File: src/aprf_pkg.sv
/*
  Package for the converter power, reset and result-format control block.
  Assumes a 32-bit APB slave on pclk; the top, checker and bench files depend on it.
*/
package aprf_pkg;

  // ----------------------------------------------------------------------
  // Register map (byte addresses)
  // ----------------------------------------------------------------------
  localparam logic [11:0] OFS_CTRL     = 12'h000;
  localparam logic [11:0] OFS_PINCFG   = 12'h004;
  localparam logic [11:0] OFS_PINDIR   = 12'h008;
  localparam logic [11:0] OFS_PORT     = 12'h00C;
  localparam logic [11:0] OFS_STATUS   = 12'h010;
  localparam logic [11:0] OFS_REQ      = 12'h014;
  localparam logic [11:0] OFS_BUF_BASE = 12'h040;

  // ----------------------------------------------------------------------
  // Field positions and reset values
  // ----------------------------------------------------------------------
  localparam int          CTRL_ON_BIT     = 0;
  localparam int          CTRL_RESULT_FORMAT_SELECT_BIT   = 1;
  localparam int          STAT_BUSY_BIT   = 0;
  localparam int          STAT_PEND_BIT   = 1;
  localparam int          STAT_ON_BIT     = 2;
  localparam int          RES_W           = 10;
  localparam int          BUF_W           = 16;
  localparam logic [7:0]  PINCFG_RST      = 8'hFF;
  localparam logic [7:0]  PINDIR_RST      = 8'hFF;
  localparam logic [3:0]  CONV_CYCLES     = 4'hC;

  // ----------------------------------------------------------------------
  // Types
  // ----------------------------------------------------------------------
  typedef enum logic [1:0] {
    ST_IDLE = 2'b00,
    ST_SAMP = 2'b01,
    ST_CONV = 2'b10
  } aprf_state_t;

  typedef struct packed {
    logic converter_on;
    logic result_format_select;
  } aprf_ctrl_t;

endpackage : aprf_pkg

File: src/aprf_top.sv
/*
  Control logic around a 10-bit converter: power state, reset effects,
  analog pin configuration, result buffer and result format.
  Assumes an APB master on pclk, a converter core that raises core_done
  with core_data after core_start, and port pins from outside the domain.
*/
// Implementation choices: the placing of the registers and the APB slave port.
// What this block does
// - Converter-on set: converter powered and able to convert.
// - Converter-on clear: state machine held idle, pending requests dropped.
// - Device reset clears the control register, turning converter off, aborting; analog-select and direction bits reset to all ones.
// - Device reset leaves result buffer contents untouched.
// - Result buffer holds undefined contents after power-on.
// - Analog-select clear: pin analog, digital input buffer disabled.
// - Analog-select set: converter input tied to analog ground.
// - Port read returns zero for every pin configured analog whose synchronised level has been steady for two samples.
// - Conversions run regardless of analog-select and direction bits.
// - Each conversion gives 10 bits stored in 16-bit buffer entries.
// - Format select picks one of two 16-bit result presentations.
`timescale 1ns/100ps
`default_nettype none

module aprf_top #(
  parameter int NPIN = 8,
  parameter int NBUF = 8
) (
  // Clock and reset
  input  wire logic             pclk,
  input  wire logic             presetn,
  // APB slave
  input  wire logic             psel,
  input  wire logic             penable,
  input  wire logic             pwrite,
  input  wire logic [11:0]      paddr,
  input  wire logic [31:0]      pwdata,
  output logic      [31:0]      prdata,
  output logic                  pready,
  output logic                  pslverr,
  // Analog port pins
  input  wire logic [NPIN-1:0]  pin_level,
  output logic      [NPIN-1:0]  pin_dig_in_en,
  output logic      [NPIN-1:0]  pin_to_analog_ground_ref,
  output logic      [NPIN-1:0]  pin_direction_out,
  // Converter core
  output logic                  core_power,
  output logic                  core_start,
  output logic      [2:0]       core_channel,
  input  wire logic             core_done,
  input  wire logic [9:0]       core_data
);

  // ----------------------------------------------------------------------
  // Declarations
  // ----------------------------------------------------------------------
  aprf_pkg::aprf_ctrl_t   ctrl_ff;
  aprf_pkg::aprf_state_t  state_ff;
  logic [NPIN-1:0]        pin_analog_select_ff;
  logic [NPIN-1:0]        pin_direction_ff;
  logic [NPIN-1:0]        sync1_ff;
  logic [NPIN-1:0]        sync2_ff;
  logic [NPIN-1:0]        sync3_ff;
  logic [NPIN-1:0]        port_ff;
  logic [NPIN-1:0]        pend_ff;
  logic [2:0]             chan_ff;
  logic [3:0]             cnt_ff;
  logic [15:0]            result_buffer [NBUF];
  logic                   done_seen_ff;
  logic                   wr_en;
  logic                   rd_en;
  logic                   req_wr;
  logic [31:0]            nxt_rdata;
  logic                   nxt_err;
  logic [2:0]             pick;
  logic                   any_pend;
  logic [9:0]             raw;
  logic [15:0]            fmt;
  logic [2:0]             buf_idx;
  logic                   buf_hit;

  assign wr_en   = psel & penable & pwrite & ~pready;
  assign rd_en   = psel & penable & ~pwrite & ~pready;
  assign req_wr  = wr_en & (paddr == aprf_pkg::OFS_REQ);
  assign buf_idx = paddr[4:2];
  assign buf_hit = (paddr[11:5] == aprf_pkg::OFS_BUF_BASE[11:5]) &&
                   (32'(buf_idx) < NBUF);

  // ----------------------------------------------------------------------
  // Control registers
  // ----------------------------------------------------------------------
  always_ff @(posedge pclk or negedge presetn) begin
    if (!presetn) begin
      ctrl_ff              <= '0;
      pin_analog_select_ff <= NPIN'(aprf_pkg::PINCFG_RST);
      pin_direction_ff     <= NPIN'(aprf_pkg::PINDIR_RST);
    end else if (wr_en) begin
      case (paddr)
        aprf_pkg::OFS_CTRL: begin
          ctrl_ff.converter_on         <= pwdata[aprf_pkg::CTRL_ON_BIT];
          ctrl_ff.result_format_select <= pwdata[aprf_pkg::CTRL_RESULT_FORMAT_SELECT_BIT];
        end
        aprf_pkg::OFS_PINCFG: begin
          pin_analog_select_ff <= pwdata[NPIN-1:0];
        end
        aprf_pkg::OFS_PINDIR: begin
          pin_direction_ff <= pwdata[NPIN-1:0];
        end
        default: begin
        end
      endcase
    end
  end

  // ----------------------------------------------------------------------
  // Pin input synchroniser and port value
  // ----------------------------------------------------------------------
  always_ff @(posedge pclk or negedge presetn) begin
    if (!presetn) begin
      sync1_ff <= '0;
      sync2_ff <= '0;
      sync3_ff <= '0;
      port_ff  <= '0;
    end else begin
      sync1_ff <= pin_level;
      sync2_ff <= sync1_ff;
      sync3_ff <= sync2_ff;
      for (int i = 0; i < NPIN; i++) begin
        if (sync2_ff[i] == sync3_ff[i]) begin
          port_ff[i] <= sync3_ff[i] & pin_analog_select_ff[i];
        end
      end
    end
  end

  // ----------------------------------------------------------------------
  // Pin controls
  // ----------------------------------------------------------------------
  always_ff @(posedge pclk or negedge presetn) begin
    if (!presetn) begin
      pin_dig_in_en            <= '0;
      pin_to_analog_ground_ref <= '0;
      pin_direction_out        <= '0;
    end else begin
      pin_dig_in_en            <= pin_analog_select_ff;
      pin_to_analog_ground_ref <= pin_analog_select_ff;
      pin_direction_out        <= ~pin_direction_ff;
    end
  end

  // ----------------------------------------------------------------------
  // Conversion requests
  // ----------------------------------------------------------------------
  always_comb begin
    pick     = '0;
    any_pend = 1'b0;
    for (int i = NPIN - 1; i >= 0; i--) begin
      if (pend_ff[i]) begin
        pick     = 3'(i);
        any_pend = 1'b1;
      end
    end
  end

  always_ff @(posedge pclk or negedge presetn) begin
    if (!presetn) begin
      pend_ff <= '0;
    end else if (!ctrl_ff.converter_on) begin
      pend_ff <= '0;
    end else begin
      for (int i = 0; i < NPIN; i++) begin
        if (req_wr && pwdata[i]) begin
          pend_ff[i] <= 1'b1;
        end else if (state_ff == aprf_pkg::ST_IDLE && any_pend &&
                     32'(pick) == i) begin
          pend_ff[i] <= 1'b0;
        end
      end
    end
  end

  // ----------------------------------------------------------------------
  // Sequencer
  // ----------------------------------------------------------------------
  always_ff @(posedge pclk or negedge presetn) begin
    if (!presetn) begin
      state_ff     <= aprf_pkg::ST_IDLE;
      chan_ff      <= '0;
      cnt_ff       <= '0;
      done_seen_ff <= 1'b0;
    end else if (!ctrl_ff.converter_on) begin
      state_ff     <= aprf_pkg::ST_IDLE;
      cnt_ff       <= '0;
      done_seen_ff <= 1'b0;
    end else begin
      case (state_ff)
        aprf_pkg::ST_IDLE: begin
          done_seen_ff <= 1'b0;
          if (any_pend) begin
            chan_ff  <= pick;
            cnt_ff   <= aprf_pkg::CONV_CYCLES;
            state_ff <= aprf_pkg::ST_SAMP;
          end
        end
        aprf_pkg::ST_SAMP: begin
          state_ff <= aprf_pkg::ST_CONV;
        end
        aprf_pkg::ST_CONV: begin
          if (cnt_ff != '0) begin
            cnt_ff <= cnt_ff - 4'h1;
          end
          if (core_done) begin
            done_seen_ff <= 1'b1;
            state_ff     <= aprf_pkg::ST_IDLE;
          end else if (cnt_ff == '0) begin
            // Core never answered: give up so the queue cannot stall
            state_ff     <= aprf_pkg::ST_IDLE;
          end
        end
        default: begin
          state_ff <= aprf_pkg::ST_IDLE;
        end
      endcase
    end
  end

  always_ff @(posedge pclk or negedge presetn) begin
    if (!presetn) begin
      core_power   <= 1'b0;
      core_start   <= 1'b0;
      core_channel <= '0;
    end else begin
      core_power   <= ctrl_ff.converter_on;
      core_start   <= ctrl_ff.converter_on && state_ff == aprf_pkg::ST_SAMP;
      core_channel <= chan_ff;
    end
  end

  // ----------------------------------------------------------------------
  // Result buffer, no reset so contents survive a device reset
  // ----------------------------------------------------------------------
  always_ff @(posedge pclk) begin
    if (ctrl_ff.converter_on && state_ff == aprf_pkg::ST_CONV && core_done) begin
      result_buffer[chan_ff] <= {6'h00, core_data};
    end
  end

  // ----------------------------------------------------------------------
  // Read path and result format
  // ----------------------------------------------------------------------
  always_comb begin
    raw = result_buffer[buf_idx][aprf_pkg::RES_W-1:0];
    if (ctrl_ff.result_format_select) begin
      fmt = {raw, 6'h00};
    end else begin
      fmt = {6'h00, raw};
    end
  end

  always_comb begin
    nxt_rdata = '0;
    nxt_err   = 1'b0;
    case (paddr)
      aprf_pkg::OFS_CTRL: begin
        nxt_rdata[aprf_pkg::CTRL_ON_BIT]   = ctrl_ff.converter_on;
        nxt_rdata[aprf_pkg::CTRL_RESULT_FORMAT_SELECT_BIT] = ctrl_ff.result_format_select;
      end
      aprf_pkg::OFS_PINCFG: begin
        nxt_rdata[NPIN-1:0] = pin_analog_select_ff;
      end
      aprf_pkg::OFS_PINDIR: begin
        nxt_rdata[NPIN-1:0] = pin_direction_ff;
      end
      aprf_pkg::OFS_PORT: begin
        nxt_rdata[NPIN-1:0] = port_ff;
      end
      aprf_pkg::OFS_STATUS: begin
        nxt_rdata[aprf_pkg::STAT_BUSY_BIT] = (state_ff != aprf_pkg::ST_IDLE);
        nxt_rdata[aprf_pkg::STAT_PEND_BIT] = any_pend;
        nxt_rdata[aprf_pkg::STAT_ON_BIT]   = ctrl_ff.converter_on;
      end
      aprf_pkg::OFS_REQ: begin
        nxt_rdata[NPIN-1:0] = pend_ff;
      end
      default: begin
        if (buf_hit) begin
          nxt_rdata[aprf_pkg::BUF_W-1:0] = fmt;
        end else begin
          nxt_err = 1'b1;
        end
      end
    endcase
  end

  // ----------------------------------------------------------------------
  // APB handshake: one wait state, pready pulses for one cycle
  // ----------------------------------------------------------------------
  always_ff @(posedge pclk or negedge presetn) begin
    if (!presetn) begin
      pready  <= 1'b0;
      pslverr <= 1'b0;
      prdata  <= '0;
    end else begin
      pready  <= psel & penable & ~pready;
      pslverr <= (wr_en | rd_en) & nxt_err;
      if (rd_en) begin
        prdata <= nxt_rdata;
      end
    end
  end

endmodule : aprf_top

`default_nettype wire

File: config.mk
export PLATFORM = sky130hd
export DESIGN_NAME = aprf_top
export DESIGN_NICKNAME = d
export VERILOG_FILES = /design/src/aprf_pkg.sv /design/src/aprf_top.sv
export SDC_FILE = /design/constraint.sdc
export NUM_CORES = 1
export LEC_CHECK = 0
export ABC_AREA = 1
export BUFFER_PORTS_ARGS = -buffer_cell sky130_fd_sc_hd__buf_2
export CAP_MARGIN = 15
export CORE_AREA = 2 2 130 132
export CTS_CLUSTER_SIZE = 24
export DETAILED_ROUTE_END_ITERATION = 6
export DIE_AREA = 0 0 132 134
export PLACE_DENSITY = 0.72
export SLEW_MARGIN = 20
export SYNTH_ARGS = -nofsm -noshare
export SYNTH_HDL_FRONTEND = slang
export SYNTH_SLANG_ARGS = --single-unit
export TNS_END_PERCENT = 100
File: constraint.sdc
create_clock -name pclk -period 1.85 [get_ports pclk]
set_input_delay 0.185 -clock pclk [delete_from_list [all_inputs] [get_ports pclk]]
set_output_delay 0.185 -clock pclk [all_outputs]
set_load 0.02 [all_outputs]
Yosys cells after proc, flatten, opt, wreduce, memory -nomap -nowiden
Memories as Yosys holds them, arrays and structs flattened.
Index checks and enable logic that the tools add are counted.
{"block": "word_totals", "reg_bits": 106, "wordCells": 177, "latch_bits": 0, "mem_bits_rw": 80, "mem_count": 1, "inputBits": 68, "romBits": 0}
{"block": "classes", "n_shift": 0, "mul": 0, "n_reduce_logical": 34, "mux": 52, "bitwise_logic": 20, "eq_ne": 35, "div": 0, "order_cmp": 0, "n_addsub": 1}
{"memory": "result_buffer", "depth": 8, "width": 10, "rd": 1, "rd_ports_with_merged_regs": 0, "write_ports": 1, "line_no": "aprf_top.sv:66", "text": "logic [15:0] result_buffer [NBUF];"}
{"op": "2-to-1 mux 16 bit", "n": 2}
{"op": "2-to-1 mux 1 bit", "n": 28}
{"op": "inequality test 3 x 1 -> 1 bit (second input constant)", "n": 9}
{"op": "one-hot mux 5 bit (5 select lines)", "n": 1}
{"op": "== test 12 x 4 -> 1 bit (second input constant)", "n": 2}
{"op": "== test 12 x 5 -> 1 bit (second input constant)", "n": 2}
{"op": "2-to-1 mux 3 bit", "n": 8}
{"op": "logical AND 1 bit", "n": 20}
{"op": "AND 1 bit", "n": 16}
{"op": "2-to-1 mux 8 bit", "n": 2}
{"op": "== test 12 x 3 -> 1 bit (second input constant)", "n": 1}
{"op": "== test 3 bit (second input constant)", "n": 4}
{"op": "logical NOT 12 bit", "n": 1}
{"op": "2-to-1 mux 4 bit", "n": 3}
{"op": "one-hot mux 2 bit (6 select lines)", "n": 1}
{"op": "== test 1 bit", "n": 8}
{"op": "2-to-1 mux 2 bit", "n": 4}
{"op": "NOT 8 bit", "n": 1}
{"op": "one-hot mux 4 bit (2 select lines)", "n": 1}
{"op": "AND reduction 2 bit", "n": 4}
{"op": "== test 7 x 2 -> 1 bit (second input constant)", "n": 1}
{"op": "== test 3 x 2 -> 1 bit (second input constant)", "n": 2}
{"op": "inequality test 3 bit (second input constant)", "n": 2}
{"op": "one-hot mux 1 bit (6 select lines)", "n": 1}
{"op": "16 further kinds", "n": 18}

Longest topological paths before layout
Gate-level depths: netlist of run 1.
{"block": "depth", "word_depth": 13, "ltp_mapped": 12}

Worst setup path after synthesis of run 1
No wires, ideal clock.
{"block": "synth_timing", "path_type": "register -> register", "start": "reg state_ff[0]", "end": "mem result_buffer[0][0] (netlist bit), enable pin", "path_stages_with_launch": 6, "synth_period_minus_slack_ns": 1.721, "required_time_ns": 1.474, "t_arrival_ns": 1.344, "setup_slack_ns": 0.129, "setup_ns": 0.376, "n_path_buf": 0, "cell_sequence": "dfrtp_1 nor2_1 nand2_1 nor2_1 nand2_1 nor2_1"}
{"block": "synth_between", "elab_chain_len": 5}
{"item": "start, declared", "line_no": "aprf_top.sv:56", "text": "aprf_pkg::aprf_state_t state_ff;"}
{"item": "start signal, assigned", "line_no": "aprf_top.sv:185", "text": "state_ff <= aprf_pkg::ST_IDLE;"}
{"item": "start signal, assigned", "line_no": "aprf_top.sv:190", "text": "state_ff <= aprf_pkg::ST_IDLE;"}
{"item": "start signal, assigned", "line_no": "aprf_top.sv:200", "text": "state_ff <= aprf_pkg::ST_SAMP;"}
{"item": "== test 2 bit", "line_no": "aprf_top.sv:241", "text": "if (ctrl_ff.converter_on && state_ff == aprf_pkg::ST_CONV && core_done) begin"}
{"item": "logical AND 1 bit (2 in series)", "line_no": "aprf_top.sv:241"}
{"item": "2-to-1 mux 1 bit", "line_no": "aprf_top.sv:241"}
{"item": "2-to-1 mux 1 bit (not written as such)", "line_no": "aprf_top.sv:242", "text": "result_buffer[chan_ff] <= {6'h00, core_data};"}
{"item": "end, declared", "line_no": "aprf_top.sv:66"}
No other way between the ends.

Final worst setup path of run 1
{"block": "layout_timing", "start": "reg state_ff[1]", "end": "mem result_buffer[4][0] (netlist bit), enable pin"}
The elaborated chain is that of the path after synthesis.

==> results_dict.tcl, run 1 <==
set metrics [dict create \
    portBuffers 90 \
    path_cells "inv_1 > nor2_1 > nand2_1 > nor2_1 > nand2_1 > nor2_1 > buf_4" \
    fmax_mhz 629 \
    antenna_cells 0 \
    ys_types 30 \
    rsz0062_at_grt "no" \
    grt_max_degree 41 \
    power_frac_clock_pct 41.1 \
    placed_area_mm2 0.00867 \
    fin_area_mm2 0.00935 \
    avgRoutedWirePerCell_um 15.5 \
    fin_crit_ps 1590 \
    final-max-slew-violation-count 0 \
    p_int_mw 6.39 \
    start_util_pct 48.1 \
    drive_above_1_share_pct 20.0 \
    cts.path.max_buffers 2 \
    h-tree-depth 4 \
    setup_violations 0 \
    hold_path_class "in -> reg" \
    finalWeightedCongestion 0.888 \
    crit_family "simple AND/OR/NAND/NOR gates" \
    final_antenna_net_count 0 \
    start_kind "flip-flop" \
    timing.max_cap.violations 0 \
    reg2regPathDepth 7 \
    syn_area_per_cell_um2 9.74 \
    cts_tree "yes" \
    cts.sinks 186 \
    die_w_um 132 \
    fill_cells 1399 \
    cts_buffers 17 \
    status "complete, no violations" \
    cp-end-kind "flip-flop" \
    post-route-util_pct 57.4 \
    num_vias 5833 \
    die_area_mm2 0.0177 \
    relSlewSlack_pct 63.8 \
    grt_pass1_vias 5561 \
    multiInputGateArea_mm2 0.00229 \
    root_buffer "clkbuf_16" \
    slowest_delay_ps 380 \
    drt-vias-per-instance 5.00 \
    pwr-share-seq_pct 53.1 \
    ir_drop_mv 0.714 \
    min_from "core_data[8]" \
    overflow 0 \
    area.growth.synth_to_final_pct 19.2 \
    yosysWarnings 0 \
    dp_cells 1122 \
    drc_errors 0 \
    dp_hpwl_um 12900 \
    drtIter0Drc 573 \
    cp.depth 7 \
    synth_edf_count 80 \
    startpoint "state_ff[1]" \
    syn_area_mm2 0.00784 \
    tns_ps 0 \
    worstMarginPinSlew_ps 542 \
    r2r_end "result_buffer[4][0]" \
    synth_cells 805 \
    antenna_found_initial 0 \
    synth_seq_cells 186 \
    cp_max_fo 10 \
    skew_ps 11.8 \
    final_cell_mix "258 x nand2_1, 90 x dfrtp_1, 89 x buf_2, 80 x edfxtp_1, 72 x nand3_1" \
    design.core.area_mm2 0.0163 \
    stdcell_count 1167 \
    fin_crit_sh_pct 85.9 \
    layout_commonest_cell "nand2_1" \
    rows 47 \
    ios 131 \
    cp_num_buf_inv 2 \
    grt_pass1_wl_um 29000 \
    clkTransAtPathRegs_ps 70 \
    power_frac_comb_pct 5.8 \
    critical_path_class "reg -> reg" \
    powerDensity_mw_per_mm2 883 \
    ys.flop_type "dfrtp_1" \
    async_reset_ff_share_pct 57.0 \
    switching_share_pct 22.6 \
    first_pass_iters 5 \
    p_leak_nw 4.23 \
    crit_top_cell "nor2_1" \
    critPathRequiredTime_ps 1970 \
    drt-total-wl_um 18100 \
    worstPathArrival_ps 1710 \
    ff2ff_setup_slack_ps 260 \
    p_sw_mw 1.87 \
    cts_resized 0 \
    die_y_um 134 \
    endpoint "result_buffer[4][0]" \
    hold_viol_final 0 \
    clk-insertion-delay-late_ps 440 \
    crit_slowest_cell "dfrtp_1" \
    timing.rr.start "state_ff[1]" \
    track_usage_pct 21.6 \
    seq_area_mm2 0.00507 \
    seq_area_frac_synth_pct 64.7 \
    nNetsFinal 1003 \
]
## cell families after synthesis
group	Yosys count	share of synthesized area, %
AO/OA/AOI/OAI	64	4.15
AND/OR/NAND/NOR	439	24.1
other	1	0.0478
adder cells (fa/ha/maj)	1	0.160
flip-flops	186	64.7
buffers and inverters	114	6.80
## through the flow
| step | setup slack [ps] | hold WS, ps | total power, mW |
|---|---|---|---|
| 3_5_place_dp | 137 | 204 | 4.92 |
| 4_1_cts | 230 | 3.12 | 8.29 |
| 2_1_floorplan | 129 | -111 | 4.70 |
| 5_1_grt | 85.2 | 7.57 | 8.51 |
| 3_3_place_gp | 212 | 205 | 4.91 |
| 6_report | 261 | 16.0 | 8.26 |
## power groups by stage
stage / combinational (mW) / sequential, mW / clock (mW)
6_report: 0.475 / 4.38 / 3.40
5_1_grt: 0.528 / 4.39 / 3.59
4_1_cts: 0.477 / 4.38 / 3.43
3_5_place_dp: 0.452 / 4.46 / 0
3_3_place_gp: 0.444 / 4.46 / 0
2_1_floorplan: 0.222 / 4.48 / 0
## worst reg2reg max path, stage by stage, from the launching register on
cell and delay (ps):
dfrtp_1 380, inv_1 50, nor2_1 130, nand2_1 90, nor2_1 150, nand2_1 130
nor2_1 100, buf_4 240
## layout make-up
cell class / instances / share of cell area [%]
clock buffers: 24 / 5.27
clock inverters: 8 / 0.629
inverters: 72 / 2.89
multi-input cells: 520 / 24.5
flip-flops and latches: 186 / 54.3
well taps: 220 / 2.94
repair buffers: 137 / 9.50
## cell usage after synthesis, types with 4 or more instances
| library cell | count | area (µm²) |
|---|---|---|
| nand3b_1 | 4 | 30.0 |
| buf_2 | 9 | 45.0 |
| o21ai_0 | 19 | 95.1 |
| buf_4 | 25 | 188 |
| dfstp_2 | 16 | 420 |
| dfrtp_1 | 90 | 2250 |
| o21ai_1 | 21 | 105 |
| nand4_1 | 25 | 156 |
| inv_1 | 64 | 240 |
| inv_2 | 7 | 26.3 |
| nand3_1 | 72 | 360 |
| edfxtp_1 | 80 | 2400 |
| nor2_4 | 4 | 45.0 |
| a21oi_1 | 21 | 105 |
| clkbuf_1 | 7 | 26.3 |
| nor2_1 | 63 | 236 |
| nand2_1 | 258 | 968 |
## routing by layer
metal | up-vias | global-route usage, % | share of wire (%)
met5 | - | 0 | 0
met4 | 0 | 10.2 | 2.6
met3 | 39 | 4.08 | 5.5
met2 | 184 | 32.9 | 46
met1 | 2748 | 30.1 | 46
li1 | 2862 | - | -
## sequential cells by signal, indices dropped and copies added, names as in the netlist, 4 cells and up
name / cells
prdata: 16
pend_ff: 8
result_buffer: 80
cnt_ff: 4
pin_direction_out: 8
pin_analog_select_ff: 8
sync2_ff: 8
pin_to_analog_ground_ref: 8
pin_direction_ff: 8
sync1_ff: 8
sync3_ff: 8
port_ff: 8
## what timing repair did
action | CTS | global route
hold buffers | 13 | 0
hold endpoints to repair | 35 | 0
setup buffers | 0 | 0
## worst min-delay path by stage
stage | endpoint | slack (ps) | cells after the start
after detailed placement | pin_direction_out[3] | 200 | 1
final | result_buffer[5][8] | 20 | 1
after global placement | pin_direction_out[4] | 210 | 1
after floorplan | chan_ff[0] | -110 | 0
after global routing | result_buffer[0][8] | 8 | 1
after CTS | result_buffer[4][8] | 3 | 1
(Power assumes the default switching activity.)
==> inputs of run 2 (changes only) <==
==> constraint.sdc (replaced) <==
create_clock -name pclk -period 1.85 [get_ports pclk]
set_input_delay 0.2775 -clock pclk [delete_from_list [all_inputs] [get_ports pclk]]
set_output_delay 0.2775 -clock pclk [all_outputs]
set_load 0.02 [all_outputs]
==> run 2 against run 1 <==
  * Global-route usage decreased by 0.11 points
  * Sequential share of layout area decreased by 0.20 points
  * Combinational power decreased by 2%
  * Critical path depth decreased by 1
  * Via count increased by 1.4%
  * First-iteration DRC count decreased by 1.9%
  * Worst hold slack improved by 66 ps
  * Clock power increased by 16%
  * Largest cell class unchanged
==> results_dict.tcl, run 2 (synthesis gave the netlist of run 1 again) <==
set metrics [dict create \
    fin_crit_ps 1580 \
    drt-total-wl_um 18100 \
    final_antenna_net_count 0 \
    status "complete, no violations" \
    cts.path.max_buffers 2 \
    largest_reg_flops 80 \
    track_usage_pct 21.5 \
    clk-insertion-delay-late_ps 430 \
    critical_path_class "reg -> reg" \
    start_util_pct 48.1 \
    cts_tree "yes" \
    drt-vias-per-instance 5.09 \
    p_sw_mw 1.89 \
    regMostFlops "result_buffer" \
    final-max-slew-violation-count 0 \
    post-route-util_pct 57.6 \
    worstMarginPinSlew_ps 550 \
    grt_max_degree 107 \
    antenna_found_initial 0 \
    die_w_um 132 \
    setup_violations 0 \
    portBuffers 90 \
    hold_slack_ps 82.4 \
    first_pass_iters 5 \
    met3RoutedLength_um 1150 \
    postCtsSetupRepairBufs 0 \
    die_area_mm2 0.0177 \
    relSlewSlack_pct 63.3 \
    timing.max_cap.violations 0 \
    root_buffer "clkbuf_16" \
    overflow 0 \
    rows 47 \
    drc_errors 0 \
    skew_ps 6.67 \
    cts_buffers 17 \
    pwr-share-seq_pct 49.7 \
    finalWeightedCongestion 0.872 \
    fmax_mhz 632 \
    ir_drop_mv 0.645 \
    cts_resized 0 \
    grt_pass1_vias 5545 \
    design.core.area_mm2 0.0163 \
    reg_top3 "result_buffer (80), prdata (16)" \
    wl_met2_um 8630 \
    power_frac_comb_pct 5.3 \
    worstPathArrival_ps 1700 \
    drive_above_1_share_pct 20.1 \
    rsz0062_at_grt "no" \
    nNetsFinal 998 \
    ff2ff_setup_slack_ps 270 \
    cp_max_fo 10 \
    h-tree-depth 4 \
    fin_crit_sh_pct 85.5 \
    fin_area_mm2 0.00939 \
    area.growth.synth_to_final_pct 19.7 \
    holdBufCountCts 9 \
    critPathRequiredTime_ps 1970 \
    layout_commonest_cell "nand2_1" \
    start_kind "flip-flop" \
    antenna_cells 0 \
    final_cell_mix "258 x nand2_1, 90 x dfrtp_1, 89 x buf_2, 80 x edfxtp_1, 72 x nand3_1" \
    num_vias 5915 \
    drtIter0Drc 562 \
    switching_share_pct 21.5 \
    cp-end-kind "flip-flop" \
    die_y_um 134 \
    p_leak_nw 4.25 \
    tns_ps 0 \
    hold_path_class "in -> reg" \
    power_frac_clock_pct 45.0 \
    grt_pass1_wl_um 28800 \
    powerDensity_mw_per_mm2 939 \
    dp_hpwl_um 12300 \
    dr.max_layer_used "met4" \
    cts.sinks 186 \
    fill_cells 1353 \
    ios 131 \
    wirelength_met1_um 7960 \
    hold_viol_final 0 \
    clkTransAtPathRegs_ps 70 \
    placed_area_mm2 0.00865 \
    p_int_mw 6.91 \
    avgRoutedWirePerCell_um 15.6 \
]
==> run 2: through the flow <==
| step | total power, mW | instances | setup WS [ps] |
|---|---|---|---|
| 6_report | 8.81 | 1162 | 268 |
| 5_1_grt | 9.05 | 1162 | 117 |
| 4_1_cts | 8.85 | 1162 | 260 |
| 3_5_place_dp | 4.91 | 1121 | 68.1 |
| 3_3_place_gp | 4.90 | 1121 | 95.6 |
| 2_1_floorplan | 4.70 | 820 | 129 |
==> run 2: power groups by stage <==
stage	combinational [mW]	clock, mW	sequential [mW]
5_1_grt	0.518	4.15	4.38
3_3_place_gp	0.440	0	4.46
4_1_cts	0.465	4.01	4.38
2_1_floorplan	0.222	0	4.48
6_report	0.464	3.96	4.38
3_5_place_dp	0.447	0	4.46
==> run 2: area by class of cell <==
type / instances / area [µm²] / share of cell area (%)
timing repair buffer: 132 / 828 / 8.83
inverter: 72 / 270 / 2.88
tap: 220 / 275 / 2.93
sequential: 186 / 5070 / 54.1
multi-input combinational: 520 / 2290 / 24.4
clock buffer: 19 / 433 / 4.61
clock inverter: 13 / 214 / 2.28
==> run 2: final timing paths <==
| kind | startpoint | endpoint | cells past startpoint |
|---|---|---|---|
| worst max-delay path | state_ff[0] | result_buffer[0][5] | 6 |
| worst min-delay path | pwdata[2] | pin_analog_select_ff[2] | 3 |
| worst max register to register | state_ff[0] | result_buffer[0][5] | 6 |
| worst min register to register | sync1_ff[4] | sync2_ff[4] | 0 |
| max in group asynchronous | presetn | sync2_ff[0] | 3 |
| min in group asynchronous | presetn | pin_to_analog_ground_ref[5] | 3 |
==> run 2: layer usage <==
layer | vias up | GRT usage, %
li1 | 2855 | -
met1 | 2788 | 29.0
met4 | 0 | 8.39
met5 | - | 0
met3 | 37 | 4.54
met2 | 235 | 34.4
==> run 2: critical path: stages (launching register included) <==
cell and delay (ps):
dfrtp_1 400, nor2_1 150, nand2_1 90, nor2_1 140, nand2_1 120, nor2_1 120
buf_4 250
==> inputs of run 3 (changes only) <==
--- a/config.mk
+++ b/config.mk
@@ -8,11 +8,13 @@
 export ABC_AREA = 1
 export BUFFER_PORTS_ARGS = -buffer_cell sky130_fd_sc_hd__buf_2
 export CAP_MARGIN = 15
-export CORE_AREA = 2 2 130 132
+export CELL_PAD_IN_SITES_DETAIL_PLACEMENT = 1
+export CELL_PAD_IN_SITES_GLOBAL_PLACEMENT = 1
+export CORE_AREA = 2 2 145 147
 export CTS_CLUSTER_SIZE = 24
 export DETAILED_ROUTE_END_ITERATION = 6
-export DIE_AREA = 0 0 132 134
-export PLACE_DENSITY = 0.72
+export DIE_AREA = 0 0 147 149
+export PLACE_DENSITY = 0.74
 export SLEW_MARGIN = 20
 export SYNTH_ARGS = -nofsm -noshare
 export SYNTH_HDL_FRONTEND = slang
==> constraint.sdc (replaced) <==
create_clock -name pclk -period 1.3 [get_ports pclk]
set_input_delay 0.195 -clock pclk [delete_from_list [all_inputs] [get_ports pclk]]
set_output_delay 0.195 -clock pclk [all_outputs]
set_load 0.02 [all_outputs]
==> run 3 against run 2 <==
  * The run now ends with setup timing left
  * Routed wire length increased by 38%
  * Clock-buffer cell count unchanged
  * First-iteration DRC count fell by 5.0%
  * Sequential share of layout area shrank 6.3 points
  * Cell area grew 13%
  * Via count up 11%
  * Cell count up 11%
  * Critical endpoint is now result_buffer[0][3]
  * Largest cell class unchanged
==> results_dict.tcl, run 3 (synthesis gave the netlist of run 1 again) <==
set metrics [dict create \
    powerDensity_mw_per_mm2 1150 \
    timing.max_cap.violations 0 \
    grt_max_degree 28 \
    final_cell_mix "230 x nand2_1, 89 x dfrtp_1, 87 x buf_2, 84 x buf_4, 80 x edfxtp_1" \
    cts_buffers 17 \
    power_frac_clock_pct 42.4 \
    grt_pass1_wl_um 38400 \
    skew_ps 13.9 \
    p_int_mw 9.28 \
    avgRoutedWirePerCell_um 19.3 \
    power_frac_comb_pct 6.6 \
    first_pass_iters 6 \
    pwr-share-seq_pct 51.0 \
    track_usage_pct 23.1 \
    die_y_um 149 \
    critPathRequiredTime_ps 1450 \
    dp_hpwl_um 16800 \
    cp-end-kind "flip-flop" \
    worstPathArrival_ps 1630 \
    critical_path_class "reg -> reg" \
    start_kind "flip-flop" \
    layout_commonest_cell "nand2_1" \
    cts.path.max_buffers 2 \
    drtIter0Drc 534 \
    ir_drop_mv 0.948 \
    clkTransAtPathRegs_ps 70 \
    regMostFlops "result_buffer" \
    min_from "pwdata[6]" \
    nNetsFinal 1075 \
    p_leak_nw 4.73 \
    cts_tree "yes" \
    num_vias 6537 \
    overflow 0 \
    reg_top3 "result_buffer (80), prdata (16)" \
    cp_max_fo 10 \
    final-max-slew-violation-count 0 \
    post-route-util_pct 51.7 \
    switching_share_pct 24.2 \
    status "complete, but fails checks" \
    reg2regPathDepth 7 \
    rows 53 \
    p_sw_mw 2.96 \
    antenna_cells 0 \
    start_util_pct 38.1 \
    hold_slack_ps 9.26 \
    fin_crit_sh_pct 114 \
    grt_pass1_vias 6944 \
    final_antenna_net_count 0 \
    antenna_found_initial 0 \
    root_buffer "clkbuf_16" \
    cts.sinks 186 \
    hold_path_depth 3 \
    design.core.area_mm2 0.0206 \
    timing.rr.start "state_ff[1]" \
    fmax_mhz 674 \
    clk-insertion-delay-late_ps 440 \
    area.growth.synth_to_final_pct 35.4 \
    drc_errors 0 \
    ios 131 \
    r2r_end "result_buffer[0][3]" \
    largest_reg_flops 80 \
    dp_cells 1239 \
    drt-vias-per-instance 5.05 \
    setup_violations 99 \
    rsz0062_at_grt "yes" \
    fin_crit_ps 1480 \
    h-tree-depth 4 \
    die_area_mm2 0.0219 \
    ff2ff_setup_slack_ps -180 \
    failed_checks "setup timing" \
    hold_viol_final 0 \
    stdcell_count 1294 \
    drt-total-wl_um 25000 \
    hold_path_class "in -> reg" \
    power.total_mw 12.2 \
    finalWorstSetupSlack_ps -185 \
    drive_above_1_share_pct 35.2 \
    die_w_um 147 \
    portBuffers 90 \
    finalWeightedCongestion 0.859 \
    holdPathEnd "pin_analog_select_ff[6]" \
]
[run 3: routing by layer]
metal,vias to the layer above,global-route usage [%],share of wire (%)
met3,44,3.21,3.9
met2,179,41.4,53
met4,0,7.12,2.5
met5,-,0,0
li1,3010,-,-
met1,3304,29.1,41
[run 3: critical path, stage by stage (launching register included)]
cell     delay (ps)
dfrtp_1         380
inv_2            50
nor2_4          120
nand2_2          80
nor2_4          150
nand2_4         120
nor2_4          140
buf_12          160
[run 3: area by class of cell]
cell class	count	area, µm²
clock buffers	19	453
clock inverters	13	128
fillers	2334	9940
inverters	72	292
multi-input cells	520	2690
flip-flops and latches	186	5080
well taps	275	344
repair buffers	209	1640
[run 3: worst max-delay path by stage]
| stage | from | to | slack, ps |
|---|---|---|---|
| after floorplan | state_ff[1] | result_buffer[1][0] | -150 |
| after global placement | paddr[9] | prdata[6] | -380 |
| after detailed placement | paddr[9] | prdata[6] | -410 |
| after CTS | state_ff[0] | result_buffer[1][4] | -190 |
| after global routing | state_ff[1] | pend_ff[1] | -260 |
| final | state_ff[1] | result_buffer[0][3] | -180 |
[run 3: metrics by stage]
step / TNS [ps] / cell area, µm² / setup slack [ps]
after CTS: -14720 / 10400 / -193
after global placement: -22540 / 9470 / -375
final: -14930 / 10600 / -185
after global routing: -20640 / 10600 / -258
after floorplan: -10180 / 8010 / -145
after detailed placement: -27050 / 9470 / -407
[run 3: timing repair]
action                                 4_1_cts  5_1_grt
setup endpoints to repair                  122      117
endpoints found under the hold margin       36        0
hold buffers                                 9        0
resized for setup                           63       56
buffers inserted                             5        8
cloned                                       0        1
pin swaps                                   14       29
[run 3: power groups by stage]
stage	clock network, mW	registers (mW)	logic [mW]
after global routing	5.49	6.24	0.881
after detailed placement	0	6.36	0.741
after CTS	5.28	6.24	0.787
after floorplan	0	6.37	0.324
after global placement	0	6.35	0.719
final	5.19	6.24	0.805
